[src/hdl/lsg_map.vh]
// constants and register map of the low supply reset guard
// Function
// RL1: the monitor is enabled straight out of reset with no software action.
// RL2: the monitor is powered and watches the supply only while monitor_power_off is clear.
// RL3: with both disable bits clear, a supply below the falling trip asserts chip reset.
// RL4: in stop mode the monitor runs only when keep_on_in_stop is set.
// RL5: trip_range_high selects the 5-V range when set and the 3-V range when clear.
// RL6: power-on reset returns trip_range_high to its cleared 3-V state.
// RL7: selecting 5-V range below the 5-V rising trip enters reset at once until the supply rises.
// RL8: once triggered, reset holds until the supply rises above the rising trip.
// RL9: the external active-low reset pin is driven low while a low-supply reset is in effect.
// RL10: low_supply_flag is derived from the comparator output.
// RL11: the flag is read-only, 1 below falling trip, 0 above rising trip, held in between.
// RL12: any reset clears low_supply_flag; the code clears it on nrst only, por_n alone leaves it.
// RL13: with monitor on and resets off the flag keeps updating for polling without reset.
// RL14: the monitor raises no interrupt request of its own; the code raises irq on flag and hold events enabled in ev_mask_ff.
// RL15: when enabled the monitor stays active in wait mode and its reset ends wait mode.
// RL16: with keep_on_in_stop set the monitor stays active in stop and its reset ends stop.
// RL17: the comparator outputs pass two flip-flops before flag or reset logic reads them.
`ifndef LSG_MAP_VH
`define LSG_MAP_VH
`define LSG_ADDR_W        4
`define LSG_DATA_W        8
`define LSG_ADDR_CONFIG   4'h0
`define LSG_ADDR_STATUS   4'h1
`define LSG_ADDR_IRQ_STAT 4'h2
`define LSG_ADDR_IRQ_MASK 4'h3
`define LSG_CFG_STOP_BIT  0
`define LSG_CFG_RANGE_BIT 1
`define LSG_CFG_RSTD_BIT  2
`define LSG_CFG_PWRD_BIT  3
`define LSG_STAT_FLAG_BIT 7
`define LSG_CONFIG_RESET  8'h00
`define LSG_EV_SET_BIT    0
`define LSG_EV_CLR_BIT    1
`define LSG_EV_RST_BIT    2
`define LSG_EV_W          3
`define LSG_RANGE_SETTLE  2'h3
`define LSG_RANGE_STEP    2'h1
`define LSG_RANGE_DONE    2'h0
`endif

[src/hdl/lsg_guard.v]
// low supply reset guard: config bits, hysteretic flag, reset hold and event status
//
// The strobed register port and the register offsets were decided locally.
`timescale 1ns/1ps
`include "lsg_map.vh"
module lsg_guard
(
  // clock and resets
  input  wire                    sys_clk,
  input  wire                    nrst,
  input  wire                    por_n,
  // register port
  input  wire [`LSG_ADDR_W-1:0]  reg_addr,
  input  wire [`LSG_DATA_W-1:0]  reg_wdata,
  input  wire                    reg_wr,
  input  wire                    reg_rd,
  output reg  [`LSG_DATA_W-1:0]  reg_rdata,
  // low power state
  input  wire                    stop_mode,
  // comparator
  input  wire                    cmp_below_falling,
  input  wire                    cmp_above_rising,
  output reg                     monitor_enable,
  output reg                     range_5v,
  // resets and interrupt
  output reg                     chip_reset,
  output reg                     rst_pin_out,
  output reg                     rst_pin_oe_n,
  output reg                     irq
);

  reg                    cfg_stop_ff;
  reg                    cfg_range_ff;
  reg                    cfg_rstd_ff;
  reg                    cfg_pwrd_ff;
  reg  [1:0]             below_sync_ff;
  reg  [1:0]             above_sync_ff;
  reg                    flag_ff;
  reg                    hold_ff;
  reg                    rng_pend_ff;
  reg  [1:0]             rng_wait_ff;
  reg  [`LSG_EV_W-1:0]   ev_stat_ff;
  reg  [`LSG_EV_W-1:0]   ev_mask_ff;
  wire                   below;
  wire                   above;
  wire                   active;
  reg                    nxt_flag;
  reg                    nxt_hold;
  wire [`LSG_EV_W-1:0]   events;
  wire [`LSG_EV_W-1:0]   nxt_ev_stat;

  function wr_hit;
    input [`LSG_ADDR_W-1:0] a;
    begin
      wr_hit = reg_wr && (reg_addr == a);
    end
  endfunction

  // second stage only is read by logic
  always @(posedge sys_clk)
  begin
    if (!nrst)
    begin
      below_sync_ff <= 2'h0;
      above_sync_ff <= 2'h0;
    end
    else
    begin
      below_sync_ff <= {below_sync_ff[0], cmp_below_falling}; // [RL17]
      above_sync_ff <= {above_sync_ff[0], cmp_above_rising};  // [RL17]
    end
  end

  assign below  = below_sync_ff[1];
  assign above  = above_sync_ff[1];
  // wait mode leaves the monitor untouched; stop needs keep_on_in_stop
  assign active = !cfg_pwrd_ff && (!stop_mode || cfg_stop_ff); // [RL2] [RL4] [RL15] [RL16]

  // configuration; range bit survives ordinary reset, only power-on clears it
  always @(posedge sys_clk)
  begin
    if (!por_n)
      cfg_range_ff <= 1'b0; // [RL6]
    else if (wr_hit(`LSG_ADDR_CONFIG))
      cfg_range_ff <= reg_wdata[`LSG_CFG_RANGE_BIT]; // [RL5]
  end

  // a fresh 5-V selection is checked once, after the new range has passed the
  // synchroniser; a standing 5-V range keeps its normal falling/rising hysteresis
  always @(posedge sys_clk)
  begin
    if (!por_n)
    begin
      rng_pend_ff <= 1'b0;
      rng_wait_ff <= `LSG_RANGE_DONE;
    end
    else if (wr_hit(`LSG_ADDR_CONFIG) && reg_wdata[`LSG_CFG_RANGE_BIT] && !cfg_range_ff)
    begin
      rng_pend_ff <= 1'b1; // [RL7]
      rng_wait_ff <= `LSG_RANGE_SETTLE;
    end
    else if (rng_wait_ff != `LSG_RANGE_DONE)
      rng_wait_ff <= rng_wait_ff - `LSG_RANGE_STEP;
    else
      rng_pend_ff <= 1'b0;
  end

  always @(posedge sys_clk)
  begin
    if (!nrst)
    begin
      cfg_stop_ff <= 1'b0;
      cfg_rstd_ff <= 1'b0;
      cfg_pwrd_ff <= 1'b0; // [RL1]
    end
    else if (wr_hit(`LSG_ADDR_CONFIG))
    begin
      cfg_stop_ff <= reg_wdata[`LSG_CFG_STOP_BIT];
      cfg_rstd_ff <= reg_wdata[`LSG_CFG_RSTD_BIT];
      cfg_pwrd_ff <= reg_wdata[`LSG_CFG_PWRD_BIT];
    end
  end

  // hysteretic flag and reset hold
  always @*
  begin
    nxt_flag = flag_ff;
    if (active && below)
      nxt_flag = 1'b1; // [RL10] [RL11] [RL13]
    else if (active && above)
      nxt_flag = 1'b0; // [RL11]
    nxt_hold = hold_ff;
    // a fresh 5-V selection below its rising trip shows up as not above
    if (active && !cfg_rstd_ff &&
        (below || (rng_pend_ff && (rng_wait_ff == `LSG_RANGE_DONE) && !above)))
      nxt_hold = 1'b1; // [RL3] [RL7]
    else if (above || !active || cfg_rstd_ff)
      nxt_hold = 1'b0; // [RL8]
  end

  // hold is kept through nrst: the chip reset it drives comes back on nrst
  always @(posedge sys_clk)
  begin
    if (!por_n)
      hold_ff <= 1'b0;
    else
      hold_ff <= nxt_hold; // [RL8]
  end

  always @(posedge sys_clk)
  begin
    if (!nrst)
      flag_ff <= 1'b0; // [RL12]
    else
      flag_ff <= nxt_flag;
  end

  // event status, write one to clear, set wins
  assign events = {nxt_hold & ~hold_ff, ~nxt_flag & flag_ff, nxt_flag & ~flag_ff};
  assign nxt_ev_stat = (ev_stat_ff &
                        ~(wr_hit(`LSG_ADDR_IRQ_STAT) ? reg_wdata[`LSG_EV_W-1:0]
                                                     : {`LSG_EV_W{1'b0}})) | events;

  always @(posedge sys_clk)
  begin
    if (!nrst)
    begin
      ev_stat_ff <= {`LSG_EV_W{1'b0}};
      ev_mask_ff <= {`LSG_EV_W{1'b0}};
    end
    else
    begin
      ev_stat_ff <= nxt_ev_stat;
      if (wr_hit(`LSG_ADDR_IRQ_MASK))
        ev_mask_ff <= reg_wdata[`LSG_EV_W-1:0];
    end
  end

  // outputs, all registered
  always @(posedge sys_clk)
  begin
    if (!nrst)
    begin
      monitor_enable <= 1'b0;
      range_5v       <= 1'b0;
      irq            <= 1'b0;
      reg_rdata      <= {`LSG_DATA_W{1'b0}};
    end
    else
    begin
      monitor_enable <= active;
      range_5v       <= cfg_range_ff; // [RL5]
      // only software-enabled status bits; supply events alone never interrupt
      irq            <= |(nxt_ev_stat & ev_mask_ff); // [RL14]
      reg_rdata      <= {`LSG_DATA_W{1'b0}};
      if (reg_rd)
      begin
        case (reg_addr)
          `LSG_ADDR_CONFIG:
          begin
            reg_rdata[`LSG_CFG_STOP_BIT]  <= cfg_stop_ff;
            reg_rdata[`LSG_CFG_RANGE_BIT] <= cfg_range_ff;
            reg_rdata[`LSG_CFG_RSTD_BIT]  <= cfg_rstd_ff;
            reg_rdata[`LSG_CFG_PWRD_BIT]  <= cfg_pwrd_ff;
          end
          `LSG_ADDR_STATUS:
            reg_rdata[`LSG_STAT_FLAG_BIT] <= flag_ff; // [RL11]
          `LSG_ADDR_IRQ_STAT:
            reg_rdata[`LSG_EV_W-1:0] <= ev_stat_ff;
          `LSG_ADDR_IRQ_MASK:
            reg_rdata[`LSG_EV_W-1:0] <= ev_mask_ff;
          default:
            reg_rdata <= {`LSG_DATA_W{1'b0}};
        endcase
      end
    end
  end

  // reset outputs follow the hold even while the chip itself is in reset
  always @(posedge sys_clk)
  begin
    if (!por_n)
    begin
      chip_reset   <= 1'b0;
      rst_pin_out  <= 1'b1;
      rst_pin_oe_n <= 1'b1;
    end
    else
    begin
      chip_reset   <= nxt_hold;  // [RL3] [RL15] [RL16]
      rst_pin_out  <= 1'b0;      // [RL9]
      rst_pin_oe_n <= !nxt_hold; // [RL9]
    end
  end

endmodule // lsg_guard

[config.mk]
export PLATFORM = sky130hd
export DESIGN_NAME = lsg_guard
export DESIGN_NICKNAME = d
export VERILOG_FILES = /design/src/hdl/lsg_guard.v
export VERILOG_INCLUDE_DIRS = /design/src /design/src/hdl
export SDC_FILE = /design/constraint.sdc
export NUM_CORES = 1
export LEC_CHECK = 0
export ABC_AREA = 1
export BUFFER_PORTS_ARGS = -buffer_cell sky130_fd_sc_hd__buf_4
export CAP_MARGIN = 30
export CORE_ASPECT_RATIO = 1.4
export CORE_UTILIZATION = 49
export CTS_BUF_LIST = sky130_fd_sc_hd__clkbuf_4 sky130_fd_sc_hd__clkbuf_8 sky130_fd_sc_hd__clkbuf_16
export CTS_CLUSTER_DIAMETER = 50
export CTS_CLUSTER_SIZE = 12
export DETAILED_ROUTE_END_ITERATION = 8
export GPL_ROUTABILITY_DRIVEN = 0
export PLACE_DENSITY = 0.77
export SETUP_SLACK_MARGIN = 0.4
export SYNTH_ARGS = -nofsm -noshare
export SYNTH_HDL_FRONTEND = slang
export SYNTH_SLANG_ARGS = --single-unit
[constraint.sdc]
create_clock -name sys_clk -period 1.6 [get_ports sys_clk]
set_clock_uncertainty 0.2 [all_clocks]
set_input_delay 0.32 -clock sys_clk [delete_from_list [all_inputs] [get_ports sys_clk]]
set_output_delay 0.32 -clock sys_clk [all_outputs]
set_load 0.02 [all_outputs]
==> flow_summary_export.csv <==
group,metric,value,unit
outcome,status,"complete, no violations",
final_layout,nFillCells,166,
detailed_routing,ant_nets,0,
clock_tree,htree_levels,2,
final_layout,drive_gt1_share,39.6,%
setup_path,r2r_slack,0.21,ns
detailed_routing,drt_iter0_drc,25,
detailed_routing,vias,1080,
power,peakVddDrop,835,uV
global_routing,antenna_found_initial,0,
die,die_h,59.8,um
detailed_routing,routedWlPerCell,12.2,um
logic_synthesis,synthCells,154,
logic_synthesis,synth_compound_area_share,10.9,%
setup_path,critPathMaxFanout,2,
detailed_routing,dr.pass1.iters,4,
die,start_util,53.2,%
setup_path,crit_arrival,1.48,ns
die,coreArea,2200,um2
setup_path,r2r_cells,10,
logic_synthesis,synth_top_family_by_area,"simple AND/OR/NAND/NOR gates",
detailed_routing,wl,2.67,mm
logic_synthesis,synth_simple_gate_area_share,26.8,%
placement,portBuffers,26,
final_layout,seq_area,596,um2
final_layout,area_delta_synth_final,41.3,%
global_routing,track_usage,22.8,%
detailed_routing,viasPerCell,4.93,
final_layout,multi_input_area,524,um2
clock_tree,numClockSinks,29,
timing,finalSetupViolations,0,
placement,dp_hpwl,1.84,mm
logic_synthesis,synth_xor_area_share,0,%
clock_tree,cts_buffer_depth,2,
setup_path,worstReg2RegEnd,"irq",
run,maxCapViolCount,0,
global_routing,grt_pass1_vias,1044,
final_layout,diodes,0,
die,die_w,43.3,um
setup_path,setup.worst_path.end_class,"register",
setup_path,worstSetupPathType,"register to register",
clock_tree,cts_tree,"built",
final_layout,fin_util,75.2,%
logic_synthesis,syn_area_per_cell,7.60,um2
clock_tree,cts_root_buffer,"clkbuf_4",
logic_synthesis,synth_seq_area_share,49.6,%
final_layout,mostFrequentLayoutCells,"35 x nand2_1, 22 x inv_1, 22 x buf_4",
timing,finalHoldViolations,0,
setup_path,startpoint_type,"register",
global_routing,grt_remaining_overflow,0,
clock_tree,clk_latency,0.34,ns
logic_synthesis,synthAdderAreaFrac,1.07,%
setup_path,r2r-start,"rng_wait_ff[1]",
logic_synthesis,syn_area,1170,um2
logic_synthesis,synthMuxAreaShare,0,%
setup_path,startpoint,"rng_wait_ff[1]",
global_routing,grt_pass1_wl,4.18,mm
final_layout,final_common_cell,"nand2_1",
logic_synthesis,ys_seq_elements,29,
detailed_routing,drc,0,
timing,final.setup.tns,0,ns
setup_path,crit_required,1.68,ns
clock_tree,path_clk_slew,0.09,ns
timing,rsz0062_at_grt,"yes",
power,leakagePower,0.000771,uW
timing,fmax,717,MHz
logic_synthesis,synth_warnings,0,
global_routing,grt_start_max_net_pins,12,
worst_hold_path,hold_class,"input pin to register",
clock_tree,cts_buffers,5,
logic_synthesis,synth_cell_types,21,
setup_path,endpoint,"irq",
timing,min_period,1.39,ns
die,dieArea,2590,um2
die,rows,20,
timing,finalCritPeriodShare,87.1,%
power,power_density,1070,nW/um2
timing,slew_viol_final,0,
final_layout,finalNetCount,217,
die,io_pins,34,
through the flow:
step / hold WS (ns) / instances / power (uW) / setup WS (ns) / area [um2]
floorplan: 0.190 / 156 / 1010 / 0.333 / 1190
global placement: 0.198 / 201 / 1070 / 0.122 / 1400
detailed placement: 0.207 / 201 / 1090 / 0.0545 / 1400
CTS: 0.0480 / 213 / 1630 / 0.255 / 1570
global route: 0.0532 / 219 / 1850 / 0.104 / 1660
finish: 0.0535 / 219 / 1760 / 0.206 / 1660
timing repair:
| action | 4_1_cts | 5_1_grt |
|---|---|---|
| gates resized for setup | 24 | 14 |
| hold buffers | 3 | 0 |
| pin swaps | 3 | 12 |
| setup buffers | 1 | 6 |
| endpoints found under the setup margin | 13 | 25 |
| hold endpoints to repair | 3 | 0 |
synth_stat cells, drive strengths merged:
cell type | instances | area share (%)
a21oi | 14 | 6.0
buf | 4 | 2.3
conb | 1 | 0.32
dfxtp | 29 | 50
ha | 1 | 1.1
inv | 28 | 9.0
nand2 | 40 | 13
nand3 | 6 | 3.0
nand3b | 1 | 0.64
nand4 | 4 | 2.1
nor2 | 13 | 6.1
nor3 | 3 | 1.7
o211ai | 3 | 1.9
o21ai | 7 | 3.0
worst max-delay path, cell delays in order (launching register included):
cell and delay [ns]:
dfxtp_2 0.33, inv_2 0.06, ha_4 0.14, nand2_2 0.04
nand2_1 0.05, nand2_1 0.07, nand2_2 0.10, nand3_4 0.09
a21oi_2 0.14, nor2_1 0.05, nor2_1 0.07
state kept, by name, summed over array words and instances (netlist names):
name	cells
ev_stat_ff	3
rng_wait_ff	2
flag_ff	1
cfg_stop_ff	1
hold_ff	1
irq	1
rng_pend_ff	1
above_sync_ff	2
cfg_pwrd_ff	1
rst_pin_oe_n	1
range_5v	1
below_sync_ff	2
cfg_rstd_ff	1
ev_mask_ff	3
rst_pin_out	1
monitor_enable	1
reg_rdata	5
cfg_range_ff	1
layer usage:
metal	vias to the layer above	wire (um)	GRT usage (%)
met1	495	978	20.6
met2	19	1520	42.4
met3	9	91	5.74
met5	-	0	0
li1	557	-	-
met4	0	78	16.9
power by group:
part	leakage (uW)	internal [uW]	total [uW]	switching [uW]
clock	0.0000413	254	511	256
combinational	0.000490	223	458	235
sequential	0.000240	770	795	25.0
worst min path at each step:
stage                        to              from  cells after the start  slack (ns)
3_3_place_gp   below_sync_ff[1]  below_sync_ff[0]                      2        0.20
5_1_grt        above_sync_ff[1]              nrst                      3        0.05
4_1_cts            reg_rdata[7]       reg_addr[0]                      3        0.05
6_report       above_sync_ff[1]              nrst                      3        0.05
2_1_floorplan  above_sync_ff[1]  above_sync_ff[0]                      2        0.19
3_5_place_dp   above_sync_ff[1]  above_sync_ff[0]                      2        0.21
cells by family (layout without fill, tap and decap cells):
kind of cell             after synthesis  in the layout
AO/OA/AOI/OAI                         24             24
adder cells (fa/ha/maj)                1              1
buffers and inverters                 32             73
flip-flops                            29             29
other                                  1              3
AND/OR/NAND/NOR                       67             67
layout make-up:
| type | count | area share (%) |
|---|---|---|
| clock buffer | 7 | 3.93 |
| clock inverter | 1 | 0.302 |
| inverter | 28 | 6.50 |
| multi-input combinational | 95 | 31.7 |
| sequential | 29 | 36.0 |
| tap | 22 | 1.66 |
| timing repair buffer | 37 | 20.0 |
Power figures use the tool's default switching activity.
